`config.mk`:
```
export PLATFORM = sky130hd
export DESIGN_NAME = sepc_pin_ctrl
export DESIGN_NICKNAME = d
export VERILOG_FILES = /design/src/rtl/sepc_pkg.sv /design/src/rtl/sepc_pin_ctrl.sv
export VERILOG_INCLUDE_DIRS = /design/src /design/src/rtl
export SDC_FILE = /design/constraint.sdc
export NUM_CORES = 1
export LEC_CHECK = 0
export BUFFER_PORTS_ARGS = -buffer_cell sky130_fd_sc_hd__buf_2
export CORE_UTILIZATION = 44
export CTS_CLUSTER_SIZE = 25
export DETAILED_ROUTE_END_ITERATION = 12
export GPL_TIMING_DRIVEN = 0
export PLACE_DENSITY = 0.71
export SLEW_MARGIN = 20
export SYNTH_ARGS = -nofsm -noshare
export SYNTH_HDL_FRONTEND = slang
export SYNTH_SLANG_ARGS = --single-unit
```
`constraint.sdc`:
```
create_clock -name clk -period 4.6 [get_ports clk]
set_input_delay 0.92 -clock clk [delete_from_list [all_inputs] [get_ports clk]]
set_output_delay 0.92 -clock clk [all_outputs]
set_load 0.005 [all_outputs]
```
`src/rtl/sepc_params.svh`:
```
// Named constants for the serial EEPROM pin-control front end.
// Assumes a 32-bit Avalon-MM slave port with byte addresses on four bits.
`ifndef SEPC_PARAMS_SVH
`define SEPC_PARAMS_SVH

`define SEPC_ADDR_W 4
`define SEPC_DATA_W 32
`define SEPC_OFF_CTRL 4'h0
`define SEPC_OFF_STAT 4'h4
`define SEPC_OFF_RX 4'h8
`define SEPC_OFF_TX 4'hC

`define SEPC_CTL_SETWEL 0
`define SEPC_CTL_CLRWEL 1
`define SEPC_CTL_START 2
`define SEPC_CTL_DONE 3
`define SEPC_CTL_RXACK 4
`define SEPC_CTL_CLRREF 5

`define SEPC_ST_BUSY 0
`define SEPC_ST_WEL 1
`define SEPC_ST_NV_LSB 2
`define SEPC_ST_NV_MSB 4
`define SEPC_ST_SEL 5
`define SEPC_ST_PAUSE 6
`define SEPC_ST_RXFULL 7
`define SEPC_ST_WPLOW 8
`define SEPC_ST_REFUSED 9
`define SEPC_ST_ACTIVE 10

`define SEPC_BIT_LAST 3'h7
`define SEPC_BIT_FIRST 3'h0
`define SEPC_BIT_ONE 3'h1
`define SEPC_TX_RST 8'hFF
`define SEPC_BYTE_RST 8'h00
`define SEPC_NV_RST 3'h0
`define SEPC_SYNC_RST 5'h03
`define SEPC_WORD_ZERO 32'h0000_0000

`endif

```
`src/rtl/sepc_pkg.sv`:
```
// Types shared by the serial EEPROM pin-control front end.
// Assumes nothing beyond a SystemVerilog compiler.
package sepc_pkg;

  typedef struct packed {
    logic sclk;
    logic selN;
    logic mosi;
    logic holdN;
    logic wpN;
  } sepc_pins_t;

  typedef enum logic [1:0] {IF_UNARMED, IF_DESEL, IF_ACTIVE, IF_PAUSED} sepc_if_t;

  typedef enum logic [2:0] {REG_CTRL, REG_STAT, REG_RX, REG_TX, REG_NONE} sepc_reg_t;

endpackage

```
`src/rtl/sepc_pin_ctrl.sv`:
```
// Pin-level front end of a small serial EEPROM slave: select, pause, protect, shifting.
// Assumes the pins arrive asynchronously and software reaches it over Avalon-MM.
`timescale 1ns/1ps
`include "sepc_params.svh"

module sepc_pin_ctrl (
  input logic clk,
  input logic arst_n,
  input sepc_pkg::sepc_pins_t pinsIn,
  input logic [2:0] nvBits,
  input logic [`SEPC_ADDR_W-1:0] avs_address,
  input logic avs_read,
  input logic avs_write,
  input logic [`SEPC_DATA_W-1:0] avs_writedata,
  output logic [`SEPC_DATA_W-1:0] avs_readdata,
  output logic avs_waitrequest,
  output logic miso,
  output logic misoOe,
  output logic activeMode
);

  function automatic sepc_pkg::sepc_reg_t regSel(input logic [`SEPC_ADDR_W-1:0] addr);
    case (addr)
      `SEPC_OFF_CTRL: regSel = sepc_pkg::REG_CTRL;
      `SEPC_OFF_STAT: regSel = sepc_pkg::REG_STAT;
      `SEPC_OFF_RX: regSel = sepc_pkg::REG_RX;
      `SEPC_OFF_TX: regSel = sepc_pkg::REG_TX;
      default: regSel = sepc_pkg::REG_NONE;
    endcase
  endfunction

  // Pin synchronisers; the first stage feeds only the second.
  sepc_pkg::sepc_pins_t syncA_r, syncA_nxt, syncB_r, syncB_nxt;
  logic sclkPrev_r, sclkPrev_nxt;

  always_comb
  begin
    syncA_nxt = pinsIn;
    syncB_nxt = syncA_r;
    sclkPrev_nxt = syncB_r.sclk;
  end

  // Selection resets to zero so the unarmed state must see a real high.
  // Pause and protect reset to their idle high levels, so no false protect shows after reset.
  always_ff @(posedge clk or negedge arst_n)
  begin
    if (!arst_n)
    begin
      syncA_r <= `SEPC_SYNC_RST;
      syncB_r <= `SEPC_SYNC_RST;
      sclkPrev_r <= 1'b0;
    end
    else
    begin
      syncA_r <= syncA_nxt;
      syncB_r <= syncB_nxt;
      sclkPrev_r <= sclkPrev_nxt;
    end
  end

  logic sclkRise;
  logic sclkFall;
  assign sclkRise = syncB_r.sclk & ~sclkPrev_r;
  assign sclkFall = ~syncB_r.sclk & sclkPrev_r;

  // Interface state.
  sepc_pkg::sepc_if_t state_r, state_nxt;

  always_comb
  begin
    state_nxt = state_r;
    case (state_r)
      sepc_pkg::IF_UNARMED:
      begin
        if (syncB_r.selN)
          state_nxt = sepc_pkg::IF_DESEL;
      end
      sepc_pkg::IF_DESEL:
      begin
        if (!syncB_r.selN)
          state_nxt = sepc_pkg::IF_ACTIVE;
      end
      sepc_pkg::IF_ACTIVE:
      begin
        if (syncB_r.selN)
          state_nxt = sepc_pkg::IF_DESEL;
        else if (!syncB_r.holdN && !syncB_r.sclk)
          state_nxt = sepc_pkg::IF_PAUSED;
      end
      sepc_pkg::IF_PAUSED:
      begin
        if (syncB_r.selN)
          state_nxt = sepc_pkg::IF_DESEL;
        else if (syncB_r.holdN && !syncB_r.sclk)
          state_nxt = sepc_pkg::IF_ACTIVE;
      end
      default:
        state_nxt = sepc_pkg::IF_UNARMED;
    endcase
  end

  always_ff @(posedge clk or negedge arst_n)
  begin
    if (!arst_n)
      state_r <= sepc_pkg::IF_UNARMED;
    else
      state_r <= state_nxt;
  end

  // Shift path.
  logic [2:0] bitCnt_r, bitCnt_nxt;
  logic [7:0] rxShift_r, rxShift_nxt;
  logic [7:0] rxData_r, rxData_nxt;
  logic [7:0] txShift_r, txShift_nxt;
  logic [7:0] txData_r, txData_nxt;
  logic rxFull_r, rxFull_nxt;
  logic miso_r, miso_nxt;
  logic misoOe_r, misoOe_nxt;
  logic active_r, active_nxt;
  logic rxSet;
  logic rxClr;
  logic shiftOn;
  logic linked;

  assign shiftOn = (state_r == sepc_pkg::IF_ACTIVE);
  assign linked = shiftOn | (state_r == sepc_pkg::IF_PAUSED);

  always_comb
  begin
    bitCnt_nxt = bitCnt_r;
    rxShift_nxt = rxShift_r;
    rxData_nxt = rxData_r;
    txShift_nxt = txShift_r;
    miso_nxt = miso_r;
    rxSet = 1'b0;
    if (!linked || state_nxt == sepc_pkg::IF_DESEL)
    begin
      bitCnt_nxt = `SEPC_BIT_FIRST;
      rxShift_nxt = `SEPC_BYTE_RST;
    end
    else if (shiftOn)
    begin
      // Pause leaves the counter and shifters untouched, so shifting resumes in place.
      if (sclkRise)
      begin
        rxShift_nxt = {rxShift_r[6:0], syncB_r.mosi};
        bitCnt_nxt = 3'(bitCnt_r + `SEPC_BIT_ONE);
        if (bitCnt_r == `SEPC_BIT_LAST)
        begin
          rxData_nxt = {rxShift_r[6:0], syncB_r.mosi};
          rxSet = 1'b1;
        end
      end
      if (sclkFall)
      begin
        if (bitCnt_r == `SEPC_BIT_FIRST)
        begin
          miso_nxt = txData_r[7];
          txShift_nxt = {txData_r[6:0], 1'b0};
        end
        else
        begin
          miso_nxt = txShift_r[7];
          txShift_nxt = {txShift_r[6:0], 1'b0};
        end
      end
    end
    // A byte landing in the cycle that software acknowledges the previous one wins.
    rxFull_nxt = rxSet | (rxFull_r & ~rxClr);
    misoOe_nxt = (state_nxt == sepc_pkg::IF_ACTIVE);
    active_nxt = (state_nxt == sepc_pkg::IF_ACTIVE) |
                 (state_nxt == sepc_pkg::IF_PAUSED);
  end

  always_ff @(posedge clk or negedge arst_n)
  begin
    if (!arst_n)
    begin
      bitCnt_r <= `SEPC_BIT_FIRST;
      rxShift_r <= `SEPC_BYTE_RST;
      rxData_r <= `SEPC_BYTE_RST;
      txShift_r <= `SEPC_TX_RST;
      rxFull_r <= 1'b0;
      miso_r <= 1'b1;
      misoOe_r <= 1'b0;
      active_r <= 1'b0;
    end
    else
    begin
      bitCnt_r <= bitCnt_nxt;
      rxShift_r <= rxShift_nxt;
      rxData_r <= rxData_nxt;
      txShift_r <= txShift_nxt;
      rxFull_r <= rxFull_nxt;
      miso_r <= miso_nxt;
      misoOe_r <= misoOe_nxt;
      active_r <= active_nxt;
    end
  end

  // Register port and status bits.
  logic waitReq_r, waitReq_nxt;
  logic [`SEPC_DATA_W-1:0] rdData_r, rdData_nxt;
  logic busy_r, busy_nxt;
  logic wel_r, wel_nxt;
  logic [2:0] nv_r, nv_nxt;
  logic nvLoaded_r, nvLoaded_nxt;
  logic refused_r, refused_nxt;
  logic [`SEPC_DATA_W-1:0] statWord;
  logic wrTake;
  logic rdLaunch;
  logic refSet;
  logic refClr;

  assign wrTake = avs_write & ~waitReq_r;
  assign rdLaunch = avs_read & waitReq_r;

  always_comb
  begin
    statWord = `SEPC_WORD_ZERO;
    statWord[`SEPC_ST_BUSY] = busy_r;
    statWord[`SEPC_ST_WEL] = wel_r;
    statWord[`SEPC_ST_NV_MSB:`SEPC_ST_NV_LSB] = nv_r;
    statWord[`SEPC_ST_SEL] = linked;
    statWord[`SEPC_ST_PAUSE] = (state_r == sepc_pkg::IF_PAUSED);
    statWord[`SEPC_ST_RXFULL] = rxFull_r;
    statWord[`SEPC_ST_WPLOW] = ~syncB_r.wpN;
    statWord[`SEPC_ST_REFUSED] = refused_r;
    statWord[`SEPC_ST_ACTIVE] = active_r;
  end

  always_comb
  begin
    waitReq_nxt = ~((avs_read | avs_write) & waitReq_r);
    rdData_nxt = rdData_r;
    busy_nxt = busy_r;
    wel_nxt = wel_r;
    nv_nxt = nv_r;
    nvLoaded_nxt = 1'b1;
    txData_nxt = txData_r;
    refSet = 1'b0;
    refClr = 1'b0;
    rxClr = 1'b0;
    if (!nvLoaded_r)
      nv_nxt = nvBits;
    if (rdLaunch)
    begin
      case (regSel(avs_address))
        sepc_pkg::REG_STAT: rdData_nxt = statWord;
        sepc_pkg::REG_RX: rdData_nxt = {24'h00_0000, rxData_r};
        sepc_pkg::REG_TX: rdData_nxt = {24'h00_0000, txData_r};
        default: rdData_nxt = `SEPC_WORD_ZERO;
      endcase
    end
    if (wrTake)
    begin
      case (regSel(avs_address))
        sepc_pkg::REG_CTRL:
        begin
          if (avs_writedata[`SEPC_CTL_SETWEL])
            wel_nxt = 1'b1;
          if (avs_writedata[`SEPC_CTL_CLRWEL])
            wel_nxt = 1'b0;
          if (avs_writedata[`SEPC_CTL_START])
          begin
            if (!syncB_r.wpN || !wel_r || busy_r)
              refSet = 1'b1;
            else
            begin
              busy_nxt = 1'b1;
              wel_nxt = 1'b0;
            end
          end
          if (avs_writedata[`SEPC_CTL_DONE])
            busy_nxt = 1'b0;
          rxClr = avs_writedata[`SEPC_CTL_RXACK];
          refClr = avs_writedata[`SEPC_CTL_CLRREF];
        end
        sepc_pkg::REG_STAT:
        begin
          if (wel_r && nvLoaded_r)
            nv_nxt = avs_writedata[`SEPC_ST_NV_MSB:`SEPC_ST_NV_LSB];
        end
        sepc_pkg::REG_TX:
          txData_nxt = avs_writedata[7:0];
        default:
          txData_nxt = txData_r;
      endcase
    end
    refused_nxt = refSet | (refused_r & ~refClr);
  end

  always_ff @(posedge clk or negedge arst_n)
  begin
    if (!arst_n)
    begin
      waitReq_r <= 1'b1;
      rdData_r <= `SEPC_WORD_ZERO;
      busy_r <= 1'b0;
      wel_r <= 1'b0;
      nv_r <= `SEPC_NV_RST;
      nvLoaded_r <= 1'b0;
      refused_r <= 1'b0;
      txData_r <= `SEPC_TX_RST;
    end
    else
    begin
      waitReq_r <= waitReq_nxt;
      rdData_r <= rdData_nxt;
      busy_r <= busy_nxt;
      wel_r <= wel_nxt;
      nv_r <= nv_nxt;
      nvLoaded_r <= nvLoaded_nxt;
      refused_r <= refused_nxt;
      txData_r <= txData_nxt;
    end
  end

  assign avs_waitrequest = waitReq_r;
  assign avs_readdata = rdData_r;
  assign miso = miso_r;
  assign misoOe = misoOe_r;
  assign activeMode = active_r;

endmodule

```
==> impl_results.md <==
- Fillers: 603
- Ys async rst share: 1.000
- Worst skew pair latency: 0.34 ns
- Status: finished, final reports clean
- Die area: 7485 sq um
- Clk buf depth: 2
- Post-DP HPWL: 4347 um
- Most frequent cells after synthesis: dfrtp_1, mux2_2, nand2_1
- Post-synthesis cell count: 260
- Number of placement rows: 30
- Die height: 86.52 um
- CP Capture Type: flip-flop
- CP max stage cell: nor4b_1
- CTS tree: done
- Wire length per cell: 13.81 um
- Port bufs: 38
- CP Data Arrival Time: 2.28 ns
- Core ar.: 6832 sq um
- WS Path Type: input pin to flip-flop
- First-pass GRT wire length: 9742 um
- Clock skew: 0.007161 ns
- Post-Place Setup Slack: 2.192 ns
- Fraction of the cycle the final worst path needs: 0.4472
- Reg-to-reg endpoint: txShift_r[5]
- CP Launch Type: input pin
- R2R cell count: 6
- Number of buffers inserted by hold repair at cts: 0
- Main synth FF type: dfrtp_1
- Combined area of all synthesized cells: 3143 sq um
- Number of global-route vias before repair: 2,031
- R2r setup slk: 2.79 ns
- Nets: 381
- Setup_tns: 0 ns
- CTS H-tree lvls: 3
- Die Width: 86.52 um
- Crit path cell chain: buf_2, nor4b_1, o211ai_1, a32o_1
- # setup viols final: 0
- # diodes: 0
- PD cells: 354.2 nW/um^2
- HP Class: flip-flop to flip-flop
- Leading post-synthesis cells by cell area: dfrtp_1, dfstp_2, mux2_2
- CP Max Fanout: 6
- Sequential cell area: 1779 sq um
- Synth warn: 0
- Top Ports: 84
- Synth area leader: dfrtp_1
- Slowest cell delay on critical path: 0.78 ns
- First-pass DRT Iterations: 4
- Vias per cell: 4.900
- Avg Cell Area, Syn: 12.09 sq um
- RSZ-0062 raised after global routing: no
- Area delta synth->final: 18.75%
- Achievable Freq: 486.2 MHz
- Yosys top cell area share: 0.3822
- Final setup margin: 2.543 ns
- Min-Delay Endpoint: syncB_r[3]
- Drt total wl: 5953 um
- Core Util, Final: 0.5463
- Post-CTS Setup Inserts: 0
- Clk sink count: 70
- CP top delay family: simple AND/OR/NAND/NOR gates
- Starting Density: 0.4601
- Final Critical Period: 2.057 ns
- Total CTS buffers: 9
- Layout cells sized above 1: 0.4269
- Leakage: 1.724 nW
- All-Layer GR Usage: 0.1757
- VDD IR max: 151.6 uV
- Clk slew on worst S/H paths: 0.07 ns
- Slew headroom: 0.4038
- Reg-to-Reg Start: bitCnt_r[0]
- Clock Root Buffer: clkbuf_8
- Largest net degree at the start of global routing: 40
- Placer congestion estimate: 0.8195
- Seq/Total Area, Yosys: 0.5661
- Total power draw: 1.322 mW
- Initial DRC count: 163
- Final Max Tran Viols: 0
- Most frequent cell after synthesis: dfrtp_1
- Grt ovf: 0
- WP data required: 4.83 ns
- Distinct cells, synth: 42
- Worst hold path depth: 0
- Max-cap violations: 0
- Initial antenna violation count: 0
- WP buf/inv: 1
- DRC: 0
- Multi-input gate area: 1237 sq um
- Hold_sp: syncA_r[3]
- Vias: 2,112
- Routed Antenna Nets: 0
- Post-cts sizing count: 0
- Number of synthesized flops with an enable pin: 0
- Worst-Margin Slew: 0.8819 ns
- Yosys reg bits: 70
- Final Hold Viols: 0
cell usage in the layout, fill, tap and decap left out, types with 11 or more instances in the layout:
cell type	netlist	routed
dfstp_2	22	22
buf_4	21	22
buf_2	2	39
o21ai_0	14	14
a21oi_1	11	11
conb_1	2	22
nand2_1	35	35
mux2_2	38	38
dfrtp_1	48	48
sequential cells by signal, indices dropped and copies added (netlist names), 2 cells and up:
| register | cells |
|---|---|
| avs_readdata | 11 |
| state_r | 2 |
| syncB_r | 4 |
| txShift_r | 8 |
| rxShift_r | 7 |
| txData_r | 8 |
| syncA_r | 5 |
| bitCnt_r | 3 |
| rxData_r | 8 |
| nv_r | 3 |
metal layers:
| layer | GRT usage | routed length, um | part of all wire |
|---|---|---|---|
| met1 | 0.2242 | 2712 | 0.46 |
| met2 | 0.2792 | 2900 | 0.49 |
| met3 | 0.03810 | 210 | 0.035 |
| met4 | 0.09848 | 129 | 0.022 |
| met5 | 0 | 0 | 0 |
worst max-delay path by stage:
stage	start	to	depth (start not counted)
final	avs_address[1]	wel_r	4
after global routing	avs_address[2]	avs_readdata[3]	6
after CTS	avs_address[2]	avs_readdata[5]	6
after detailed placement	avs_address[2]	avs_readdata[5]	6
after global placement	avs_address[2]	nv_r[0]	6
after floorplan	avs_address[3]	nv_r[0]	3
cell type report:
class,count,area share
buffer,30,0.05196
multi-input combinational,178,0.3315
timing repair buffer,39,0.05699
clock inverter,5,0.01341
inverter,2,0.002011
tap,96,0.03218
clock buffer,11,0.03520
sequential,70,0.4767
worst reg2reg max path: stages (launching register included):
cell and delay, ns:
dfrtp_1 0.37, inv_1 0.07, ha_1 0.19, nand2b_1 0.07, clkbuf_1 0.38, mux2_2 0.40
mux2_2 0.27
power by group:
part           total [mW]  switching [mW]  internal (mW)  leakage, nW
Clock               0.469           0.222          0.247       0.0968
Combinational       0.141          0.0649         0.0756        0.764
Sequential          0.712          0.0327          0.680        0.863
Total                1.32           0.319           1.00         1.72
cells by family after synthesis:
family	Yosys count	share of synthesized area
AND/OR/NAND/NOR	70	0.1290
flip-flops	70	0.5661
AO/OA/AOI/OAI	45	0.09037
multiplexers	38	0.1361
buffers and inverters	32	0.06409
adder cells (fa/ha/maj)	3	0.01194
other	2	0.002389
through the flow:
step	hold WS (ns)	std cells	instance area, sq um
CTS	0.3510	431	3732
finish	0.3487	431	3732
detailed placement	0.3347	415	3551
global route	0.3561	431	3732
floorplan	0.3312	280	3218
global placement	0.3332	414	3528
(Power assumes the default switching activity.)
